File: src/inc/tsr_pkg.sv
// Package: field layout and decode constants of the per-thread state words
package tsr_pkg;
    // ----------------------------------------------------------------
    // Register and sub-register decode
    // ----------------------------------------------------------------
    localparam logic [3:0] TSR_REGNUM_STATE = 4'h0;
    localparam logic [3:0] TSR_REGNUM_PRIV = 4'h1;
    localparam logic [4:0] TSR_SUB_STATE_MAX = 5'h0c;
    localparam logic [4:0] TSR_SUB_PRIV_ONLY = 5'h00;
    localparam logic [2:0] TSR_DW_IDENTITY = 3'h0;
    localparam logic [2:0] TSR_DW_FAULT_EXC = 3'h1;
    // ----------------------------------------------------------------
    // Identity word fields
    // ----------------------------------------------------------------
    localparam int TSR_SRC_CODE_LSB = 24;
    localparam int TSR_SRC_CODE_W = 4;
    localparam int TSR_PRIO_CLASS_BIT = 23;
    localparam int TSR_AGE_LSB = 16;
    localparam int TSR_AGE_W = 3;
    localparam int TSR_SLICE_LSB = 14;
    localparam int TSR_SUBSLICE_LSB = 12;
    localparam int TSR_EU_LSB = 8;
    localparam int TSR_SLOT_LSB = 0;
    localparam int TSR_SLOT_W = 3;
    // ----------------------------------------------------------------
    // Fault and exception word fields
    // ----------------------------------------------------------------
    localparam int TSR_SRC_THREAD_LSB = 22;
    localparam int TSR_SRC_THREAD_W = 10;
    localparam int TSR_PF_STATUS_BIT = 20;
    localparam int TSR_PF_CODE_LSB = 16;
    localparam int TSR_PF_CODE_W = 3;
    localparam int TSR_PRIV_LSB = 7;
    localparam int TSR_PRIV_W = 9;
    localparam int TSR_EXC_LSB = 0;
    localparam int TSR_EXC_W = 7;
    localparam int TSR_EXC_USED_W = 5;
    localparam int TSR_EXC_INVALID = 0;
    localparam int TSR_EXC_DIV_ZERO = 1;
    localparam int TSR_EXC_UNDERFLOW = 2;
    localparam int TSR_EXC_OVERFLOW = 3;
    localparam int TSR_EXC_INEXACT = 4;
    // Trap enable position in the first control word
    localparam int TSR_CTRL_TRAP_EN_BIT = 9;
    // ----------------------------------------------------------------
    // Reset values and masks
    // ----------------------------------------------------------------
    localparam logic [31:0] TSR_WORD_RST = 32'h0000_0000;
    localparam logic [31:0] TSR_ID_USED_MASK = 32'h0f87_ff07;
    localparam logic [31:0] TSR_FE_USED_MASK = 32'hffd7_ff9f;
    localparam logic [31:0] TSR_FE_SW_WR_MASK = 32'h0000_ff9f;
endpackage

File: src/verilog/tsr_thread_state.sv
// Per-thread state words: identity, aging, page fault and sticky exception flags
`timescale 1ns/1ps
`default_nettype none
// Contract
// - Register 0 sub 0..12 valid, register 1 sub 0 only; other codes reserved.
// - Source unit code loaded at dispatch, attached to every outgoing message.
// - High priority class thread scheduled before low; class fixed for thread life.
// - Priority class bit sent with each message as an arbiter hint.
// - Unique 3-bit aging priority; larger number wins within a class.
// - Aging priority cleared to zero when a thread is dispatched.
// - On dispatch, ages increment only in a cascade that keeps them unique.
// - Restore after preemption initialises age as a new thread, not saved value.
// - Placement reported: slice 15:14, subslice 13:12, unit number 11:8.
// - Slot index written into bits 2:0 at dispatch.
// - Source unit thread number held in bits 31:22 of second word.
// - Page fault status set on fault, cleared when thread restarts.
// - Three-bit page fault code recorded in bits 18:16 of second word.
// - Private state bits 15:7 saved and restored intact across preemption.
// - Sticky exception flags 6:0; cleared only by software write or load.
// - Flag updates suppressed while control trap enable is clear.
// - Flags: invalid, divide by zero, underflow, overflow, inexact; upper reserved.
// - Trap enable is control word bit 9, zero at load.
module tsr_thread_state
#(
    parameter int THREADS = 8,
    parameter logic [1:0] SLICE_NUM = 2'h0,
    parameter logic [1:0] SUBSLICE_NUM = 2'h0,
    parameter logic [3:0] EXEC_UNIT_NUM = 4'h0
)
(
    input wire logic mclk,
    input wire logic sys_rst,
    input wire logic disp_valid,
    input wire logic disp_restore,
    input wire logic [tsr_pkg::TSR_SLOT_W-1:0] disp_slot,
    input wire logic [tsr_pkg::TSR_SRC_CODE_W-1:0] disp_source_unit_code,
    input wire logic disp_prio_class,
    input wire logic [tsr_pkg::TSR_SRC_THREAD_W-1:0] disp_source_unit_thread_number,
    input wire logic [tsr_pkg::TSR_PRIV_W-1:0] disp_hw_private,
    input wire logic term_valid,
    input wire logic [tsr_pkg::TSR_SLOT_W-1:0] term_slot,
    input wire logic [THREADS-1:0] thread_ready,
    output logic sched_valid_q,
    output logic [tsr_pkg::TSR_SLOT_W-1:0] sched_slot_q,
    input wire logic msg_req,
    input wire logic [tsr_pkg::TSR_SLOT_W-1:0] msg_slot,
    output logic msg_valid_q,
    output logic [tsr_pkg::TSR_SRC_CODE_W-1:0] msg_source_unit_code_q,
    output logic msg_prio_hint_q,
    input wire logic pf_valid,
    input wire logic [tsr_pkg::TSR_SLOT_W-1:0] pf_slot,
    input wire logic [tsr_pkg::TSR_PF_CODE_W-1:0] pf_code,
    input wire logic pf_restart,
    input wire logic [tsr_pkg::TSR_SLOT_W-1:0] pf_restart_slot,
    input wire logic exc_valid,
    input wire logic [tsr_pkg::TSR_SLOT_W-1:0] exc_slot,
    input wire logic [tsr_pkg::TSR_EXC_USED_W-1:0] exc_flags,
    input wire logic [31:0] exc_ctrl_word,
    input wire logic reg_rd_en,
    input wire logic reg_wr_en,
    input wire logic [tsr_pkg::TSR_SLOT_W-1:0] reg_slot,
    input wire logic [3:0] reg_num,
    input wire logic [4:0] reg_sub,
    input wire logic [31:0] reg_wdata,
    output logic reg_rd_valid_q,
    output logic [31:0] reg_rdata_q,
    output logic reg_err_q
);
    import tsr_pkg::*;

    // ----------------------------------------------------------------
    // Per-thread storage
    // ----------------------------------------------------------------
    logic [THREADS-1:0] active_q;
    logic [THREADS-1:0] prio_class_q;
    logic [TSR_SRC_CODE_W-1:0] src_code_q [THREADS];
    logic [TSR_AGE_W-1:0] age_q [THREADS];
    logic [TSR_SLOT_W-1:0] slot_q [THREADS];
    logic [TSR_SRC_THREAD_W-1:0] src_thread_q [THREADS];
    logic [THREADS-1:0] pf_status_q;
    logic [TSR_PF_CODE_W-1:0] pf_code_q [THREADS];
    logic [TSR_PRIV_W-1:0] priv_q [THREADS];
    logic [TSR_EXC_USED_W-1:0] exc_q [THREADS];

    // ----------------------------------------------------------------
    // Register decode
    // ----------------------------------------------------------------
    logic acc_state;
    logic acc_priv;
    logic acc_valid;
    logic [2:0] acc_dw;
    logic wr_fe;
    logic trap_en;

    always_comb
    begin
        acc_state = (reg_num == TSR_REGNUM_STATE) && (reg_sub <= TSR_SUB_STATE_MAX);
        acc_priv = (reg_num == TSR_REGNUM_PRIV) && (reg_sub == TSR_SUB_PRIV_ONLY);
        acc_valid = acc_state || acc_priv;
        acc_dw = reg_sub[4:2];
        wr_fe = reg_wr_en && acc_state && (acc_dw == TSR_DW_FAULT_EXC);
        trap_en = exc_ctrl_word[TSR_CTRL_TRAP_EN_BIT];
    end

    // ----------------------------------------------------------------
    // Aging cascade
    // ----------------------------------------------------------------
    // A thread moves up only if every age from zero to its own is held,
    // so the chain shifts by one and ages stay unique.
    logic [(1<<TSR_AGE_W)-1:0] age_held;
    logic [(1<<TSR_AGE_W)-1:0] age_run;

    always_comb
    begin
        age_held = '0;
        for (int t = 0; t < THREADS; t++)
        begin
            if (active_q[t] && (t[TSR_SLOT_W-1:0] != disp_slot))
            begin
                age_held[age_q[t]] = 1'b1;
            end
        end
        age_run[0] = age_held[0];
        for (int v = 1; v < (1 << TSR_AGE_W); v++)
        begin
            age_run[v] = age_run[v-1] && age_held[v];
        end
    end

    // ----------------------------------------------------------------
    // Per-thread update
    // ----------------------------------------------------------------
    genvar g;
    generate
        for (g = 0; g < THREADS; g++)
        begin : g_thread
            localparam logic [TSR_SLOT_W-1:0] SLOT = TSR_SLOT_W'(g);
            logic load;
            logic exc_set;
            assign load = disp_valid && (disp_slot == SLOT);
            assign exc_set = exc_valid && (exc_slot == SLOT) && trap_en;

            always_ff @(posedge mclk)
            begin
                if (sys_rst)
                begin
                    active_q[g] <= 1'b0;
                end
                else if (load)
                begin
                    active_q[g] <= 1'b1;
                end
                else if (term_valid && (term_slot == SLOT))
                begin
                    active_q[g] <= 1'b0;
                end
            end

            // Dispatcher-owned fields, constant while the thread lives
            always_ff @(posedge mclk)
            begin
                if (sys_rst)
                begin
                    prio_class_q[g] <= 1'b0;
                    src_code_q[g] <= '0;
                    slot_q[g] <= '0;
                    src_thread_q[g] <= '0;
                end
                else if (load)
                begin
                    prio_class_q[g] <= disp_prio_class;
                    src_code_q[g] <= disp_source_unit_code;
                    slot_q[g] <= disp_slot;
                    src_thread_q[g] <= disp_source_unit_thread_number;
                end
            end

            // Restore is treated as a fresh load for aging purposes
            always_ff @(posedge mclk)
            begin
                if (sys_rst)
                begin
                    age_q[g] <= '0;
                end
                else if (load)
                begin
                    age_q[g] <= '0;
                end
                else if (disp_valid && active_q[g] && age_run[age_q[g]])
                begin
                    age_q[g] <= age_q[g] + 1'b1;
                end
            end

            // Fault set wins over a same-cycle restart
            always_ff @(posedge mclk)
            begin
                if (sys_rst)
                begin
                    pf_status_q[g] <= 1'b0;
                    pf_code_q[g] <= '0;
                end
                else if (load && !disp_restore)
                begin
                    pf_status_q[g] <= 1'b0;
                    pf_code_q[g] <= '0;
                end
                else if (pf_valid && (pf_slot == SLOT))
                begin
                    pf_status_q[g] <= 1'b1;
                    pf_code_q[g] <= pf_code;
                end
                else if (pf_restart && (pf_restart_slot == SLOT))
                begin
                    pf_status_q[g] <= 1'b0;
                end
            end

            always_ff @(posedge mclk)
            begin
                if (sys_rst)
                begin
                    priv_q[g] <= '0;
                end
                else if (load)
                begin
                    priv_q[g] <= disp_restore ? disp_hw_private : '0;
                end
                else if (wr_fe && (reg_slot == SLOT))
                begin
                    priv_q[g] <= reg_wdata[TSR_PRIV_LSB +: TSR_PRIV_W];
                end
            end

            // Hardware set is ORed after the software write so it is never lost
            always_ff @(posedge mclk)
            begin
                if (sys_rst)
                begin
                    exc_q[g] <= '0;
                end
                else if (load)
                begin
                    exc_q[g] <= '0;
                end
                else
                begin
                    exc_q[g] <= ((wr_fe && (reg_slot == SLOT))
                                 ? reg_wdata[TSR_EXC_LSB +: TSR_EXC_USED_W] : exc_q[g])
                                | (exc_set ? exc_flags : '0);
                end
            end
        end
    endgenerate

    // ----------------------------------------------------------------
    // Word assembly and read port
    // ----------------------------------------------------------------
    logic [31:0] id_word;
    logic [31:0] fe_word;

    always_comb
    begin
        id_word = TSR_WORD_RST;
        id_word[TSR_SRC_CODE_LSB +: TSR_SRC_CODE_W] = src_code_q[reg_slot];
        id_word[TSR_PRIO_CLASS_BIT] = prio_class_q[reg_slot];
        id_word[TSR_AGE_LSB +: TSR_AGE_W] = age_q[reg_slot];
        id_word[TSR_SLICE_LSB +: 2] = SLICE_NUM;
        id_word[TSR_SUBSLICE_LSB +: 2] = SUBSLICE_NUM;
        id_word[TSR_EU_LSB +: 4] = EXEC_UNIT_NUM;
        id_word[TSR_SLOT_LSB +: TSR_SLOT_W] = slot_q[reg_slot];
        fe_word = TSR_WORD_RST;
        fe_word[TSR_SRC_THREAD_LSB +: TSR_SRC_THREAD_W] = src_thread_q[reg_slot];
        fe_word[TSR_PF_STATUS_BIT] = pf_status_q[reg_slot];
        fe_word[TSR_PF_CODE_LSB +: TSR_PF_CODE_W] = pf_code_q[reg_slot];
        fe_word[TSR_PRIV_LSB +: TSR_PRIV_W] = priv_q[reg_slot];
        fe_word[TSR_EXC_LSB +: TSR_EXC_USED_W] = exc_q[reg_slot];
    end

    // Mask dispatch and vector words and the private register read zero here
    always_ff @(posedge mclk)
    begin
        if (sys_rst)
        begin
            reg_rd_valid_q <= 1'b0;
            reg_rdata_q <= TSR_WORD_RST;
            reg_err_q <= 1'b0;
        end
        else
        begin
            reg_rd_valid_q <= reg_rd_en;
            reg_err_q <= (reg_rd_en || reg_wr_en) && !acc_valid;
            if (reg_rd_en && acc_state && (acc_dw == TSR_DW_IDENTITY))
            begin
                reg_rdata_q <= id_word & TSR_ID_USED_MASK;
            end
            else if (reg_rd_en && acc_state && (acc_dw == TSR_DW_FAULT_EXC))
            begin
                reg_rdata_q <= fe_word & TSR_FE_USED_MASK;
            end
            else
            begin
                reg_rdata_q <= TSR_WORD_RST;
            end
        end
    end

    // ----------------------------------------------------------------
    // Message tagging
    // ----------------------------------------------------------------
    always_ff @(posedge mclk)
    begin
        if (sys_rst)
        begin
            msg_valid_q <= 1'b0;
            msg_source_unit_code_q <= '0;
            msg_prio_hint_q <= 1'b0;
        end
        else
        begin
            msg_valid_q <= msg_req;
            if (msg_req)
            begin
                msg_source_unit_code_q <= src_code_q[msg_slot];
                msg_prio_hint_q <= prio_class_q[msg_slot];
            end
        end
    end

    // ----------------------------------------------------------------
    // Scheduler pick: class first, then age
    // ----------------------------------------------------------------
    logic pick_valid;
    logic [TSR_SLOT_W-1:0] pick_slot;
    logic [TSR_AGE_W:0] pick_rank;

    always_comb
    begin
        pick_valid = 1'b0;
        pick_slot = '0;
        pick_rank = '0;
        for (int t = 0; t < THREADS; t++)
        begin
            if (active_q[t] && thread_ready[t]
                && (!pick_valid || ({prio_class_q[t], age_q[t]} > pick_rank)))
            begin
                pick_valid = 1'b1;
                pick_slot = t[TSR_SLOT_W-1:0];
                pick_rank = {prio_class_q[t], age_q[t]};
            end
        end
    end

    always_ff @(posedge mclk)
    begin
        if (sys_rst)
        begin
            sched_valid_q <= 1'b0;
            sched_slot_q <= '0;
        end
        else
        begin
            sched_valid_q <= pick_valid;
            sched_slot_q <= pick_slot;
        end
    end

    logic ages_unique;
    always_comb
    begin
        ages_unique = 1'b1;
        for (int a = 0; a < THREADS; a++)
        begin
            for (int b = a + 1; b < THREADS; b++)
            begin
                if (active_q[a] && active_q[b] && (age_q[a] == age_q[b]))
                begin
                    ages_unique = 1'b0;
                end
            end
        end
    end
endmodule
`default_nettype wire

File: config.mk
export PLATFORM = sky130hd
export DESIGN_NAME = tsr_thread_state
export DESIGN_NICKNAME = d
export VERILOG_FILES = /design/src/inc/tsr_pkg.sv /design/src/verilog/tsr_thread_state.sv
export SDC_FILE = /design/constraint.sdc
export NUM_CORES = 1
export LEC_CHECK = 0
export BUFFER_PORTS_ARGS = -buffer_cell sky130_fd_sc_hd__buf_2
export CAP_MARGIN = 40
export CORE_UTILIZATION = 60
export DETAILED_ROUTE_END_ITERATION = 6
export PLACE_DENSITY = 0.82
export SLEW_MARGIN = 5
export SYNTH_ARGS = -nofsm -noshare
export SYNTH_HDL_FRONTEND = slang
export SYNTH_SLANG_ARGS = --single-unit
export TNS_END_PERCENT = 20
File: constraint.sdc
create_clock -name mclk -period 13.35 [get_ports mclk]
set_clock_uncertainty 0.1 [all_clocks]
set_input_delay 1.335 -clock mclk [delete_from_list [all_inputs] [get_ports mclk]]
set_output_delay 1.335 -clock mclk [all_outputs]
set_load 0.02 [all_outputs]
==> metrics.md <==
| Metric | Value |
|---|---|
| Slew HR | `0.315` |
| CP max stage delay | `0.48 ns` |
| Cell variety after synth | `90` |
| Total of max-cap violations | `0` |
| Asr flop ratio synth | `0` |
| Initial DRC count | `~1800` |
| Initial antenna violation count | `6` |
| Synth Cell Area | `a little under 20000 µm²` |
| Non-Filler Instances | `roughly 2200` |
| Cell Rows | `65` |
| Die H | `approximately 180 µm` |
| DP Worst Slack | `0.864 ns` |
| Crit path kind | `input port to register` |
| Vias/cell | `6.86` |
| Net switching power | `0.000669 W` |
| Pwr Density | `about 120 nW/µm²` |
| DRT Pass-1 Iters | `6` |
| Peak VDD IR | `between 0.1 and 0.15 mV` |
| Slowest stage cell, crit path | `a21oi_1` |
| Leakage | `between 8 and 9 nW` |
| Post-synthesis instance total | `about 1600` |
| Via total after detailed routing | `between 15000 and 20000` |
| Die width | `around 180 µm` |
| Gpl congestion | `1.03` |
| Fill cells | `between 2000 and 2500` |
| Placed Area | `roughly 21000 µm²` |
| Startpoint types | `input port` |
| Clock Power Share | `0.418` |
| Slew @ Worst Pin | `between 1 and 1.5 ns` |
| First-pass GRT wire length | `between 80 and 90 mm` |
| Final instance area | `22200 µm²` |
| Combinational power share | `0.105` |
| DRC Markers | `0` |
| Clock Latency Late Sink | `0.55 ns` |
| Post-CTS resize count | `0` |
| Status | `finished, final reports clean` |
| WL/cell | `26.5 µm` |
| Critical path required time | `~14 ns` |
| Share of the synthesized area in the top cell type | `0.454` |
| EDFF count, synth | `approximately 300` |
| Synth area leaders | `edfxtp_1, mux4_2, dfxtp_1` |
| Seq pwr share | `0.477` |
| CTS tree | `done` |
| Avg Synthesized Cell Area | `roughly 12 µm²` |
| Vias in the first global route | `approximately 15000` |
| Final Critical Period | `11.87 ns` |
| CTS Buf Count | `39` |
| GR Overflow Total | `0` |
| Largest net degree at the start of global routing | `99` |
| Layout cell share with drive strength beyond 1 | `0.221` |
| Fin nets | `1899` |
| Area delta synth->final | `13.6%` |
| Worst-path clk slew | `around 0.06 ns` |
| CTS Sinks | `360` |
| Final period util | `0.889` |
| Setup-failing EPs final | `0` |
| Setup TNS | `0 ns` |
| Hold_buf cts | `0` |
| DP Cell Count | `around 2100` |
| Reg area | `10200 µm²` |
| Starting density of the core | `0.616` |
| YS warnings | `0` |
| HPWL after DPL | `38.6 mm` |
| WL final | `58.0 mm` |
| Flop2flop setup slack | `1.76 ns` |
| Die Footprint | `approximately 33000 µm²` |
| Total Routing Usage GR | `0.348` |
| I/O pin total | `roughly 190` |
| Most frequent cell after synthesis | `edfxtp_1` |
| Yosys reg bits | `360` |
| WHS | `roughly 0.38 ns` |
| Postcts setup bufs | `0` |
| CP endpoint kind | `register` |
| CTS Buffer Depth | `3` |
| Critical-path maximum fanout | `10` |
| Max Slew Vio Count | `0` |
| Part of the Yosys area used for sequential elements | `0.519` |
| Input/output buffers | `135` |
| Post-route ant nets | `0` |
| WP data arrival | `12.22 ns` |
| Area leader, netlist | `edfxtp_1` |
| Core ar. | `31800 µm²` |
| Prevailing post-synth register cell | `edfxtp_1` |
| Hold crit path type | `register to register` |
| Switching power share of the total | `0.242` |
| Power Internal | `about 0.0021 W` |
| Final Hold Fails | `0` |
| RSZ-0062 raised after global routing | `no` |
| Final WS setup | `between 1 and 1.5 ns` |
| Synth cell count leaders | `edfxtp_1, and3_1, nand2_1` |
| Clock root buffer | `clkbuf_16` |
| Highest clock rate | `84.2 MHz` |
| H-tree depth | `2` |
| Multi-input logic area | `between 8000 and 9000 µm²` |
worst max-delay path, delay by kind of cell:
family | cells | cell delay [ns]
simple gates | 16 | 2.10
fa+ha+maj | 7 | 2.09
buf+inv | 3 | 0.31
compound gates | 31 | 6.03
mux | 1 | 0.35
sequential cells by signal (all words and copies together) (netlist names), 24 cells and up:
name and flops:
age_q 24, exc_q 40, pf_code_q 24, priv_q 72, reg_rdata_q 28, slot_q 24, src_code_q 32, src_thread_q 80
metal layers:
layer | up-vias | wire [µm] | track usage | share of wire
met5 | - | 38 | 0 | 0.00066
met4 | 8 | 2380 | 0.152 | 0.041
met3 | 202 | 7010 | 0.0800 | 0.12
met2 | 1123 | 27400 | 0.560 | 0.47
met1 | 7268 | 21100 | 0.455 | 0.36
li1 | 6401 | - | - | -
cell usage in the layout, fill, tap and decap left out, drive strengths merged, types with 7 or more instances in the layout:
master / n
o21a: 9
a221oi: 10
a32o: 8
a21o: 13
and2: 55
inv: 37
nand3: 23
nor2b: 26
xnor2: 8
a211oi: 13
nor3: 25
conb: 56
a22oi: 9
dfxtp: 64
nor2: 89
edfxtp: 296
o21ai: 30
nand2: 107
a21oi: 76
mux4: 99
and3: 117
mux2i: 57
o31ai: 8
nor3b: 8
nand4: 15
nand3b: 7
ha: 36
nor4: 14
nand2b: 14
clkinv: 13
buf: 175
a2111oi: 10
clkbuf: 57
a22o: 73
a31o: 10
path summary, 6_finish.rpt:
kind	start	end	cells after the start
hold reg to reg	pf_status_q[6]	pf_status_q[6]	2
setup / recovery	thread_ready[0]	sched_slot_q[0]	58
hold / removal	pf_status_q[6]	pf_status_q[6]	2
setup reg to reg	active_q[0]	sched_slot_q[0]	57
kinds of logic (layout without fill, tap and decap cells):
group / count (synthesis) / after routing / synth area share
AO/OA/AOI/OAI: 319 / 319 / 0.126
XOR/XNOR: 8 / 8 / 0.00358
adder cells (fa/ha/maj): 36 / 36 / 0.0230
buffers and inverters: 175 / 287 / 0.0358
flip-flops: 360 / 360 / 0.519
multiplexers: 158 / 158 / 0.144
other: 2 / 58 / 0.000384
AND/OR/NAND/NOR: 525 / 525 / 0.148
through the flow:
| stage | power [W] | utilization |
|---|---|---|
| floorplan | 0.00152 | - |
| global placement | 0.00161 | 0.650 |
| detailed placement | 0.00162 | 0.655 |
| CTS | 0.00276 | 0.698 |
| global route | 0.00284 | 0.699 |
| finish | 0.00277 | 0.699 |
area by class of cell:
class                   instances  share of cell area
clock buffers                  57              0.0510
clock inverters                15              0.0109
inverters                      40             0.00675
diodes                          2            0.000225
repair buffers                175              0.0466
flip-flops and latches        360               0.457
multi-input cells            1102               0.403
well taps                     435              0.0245
power groups by stage:
stage                     clock network [W]  registers (W)  logic [W]
after CTS                           0.00116        0.00132   0.000283
after global placement                    0        0.00134   0.000270
after detailed placement                  0        0.00134   0.000280
after floorplan                           0        0.00132   0.000193
after global routing                0.00120        0.00133   0.000307
final                               0.00116        0.00132   0.000289
Note: power is estimated with default switching activity, not from simulation.
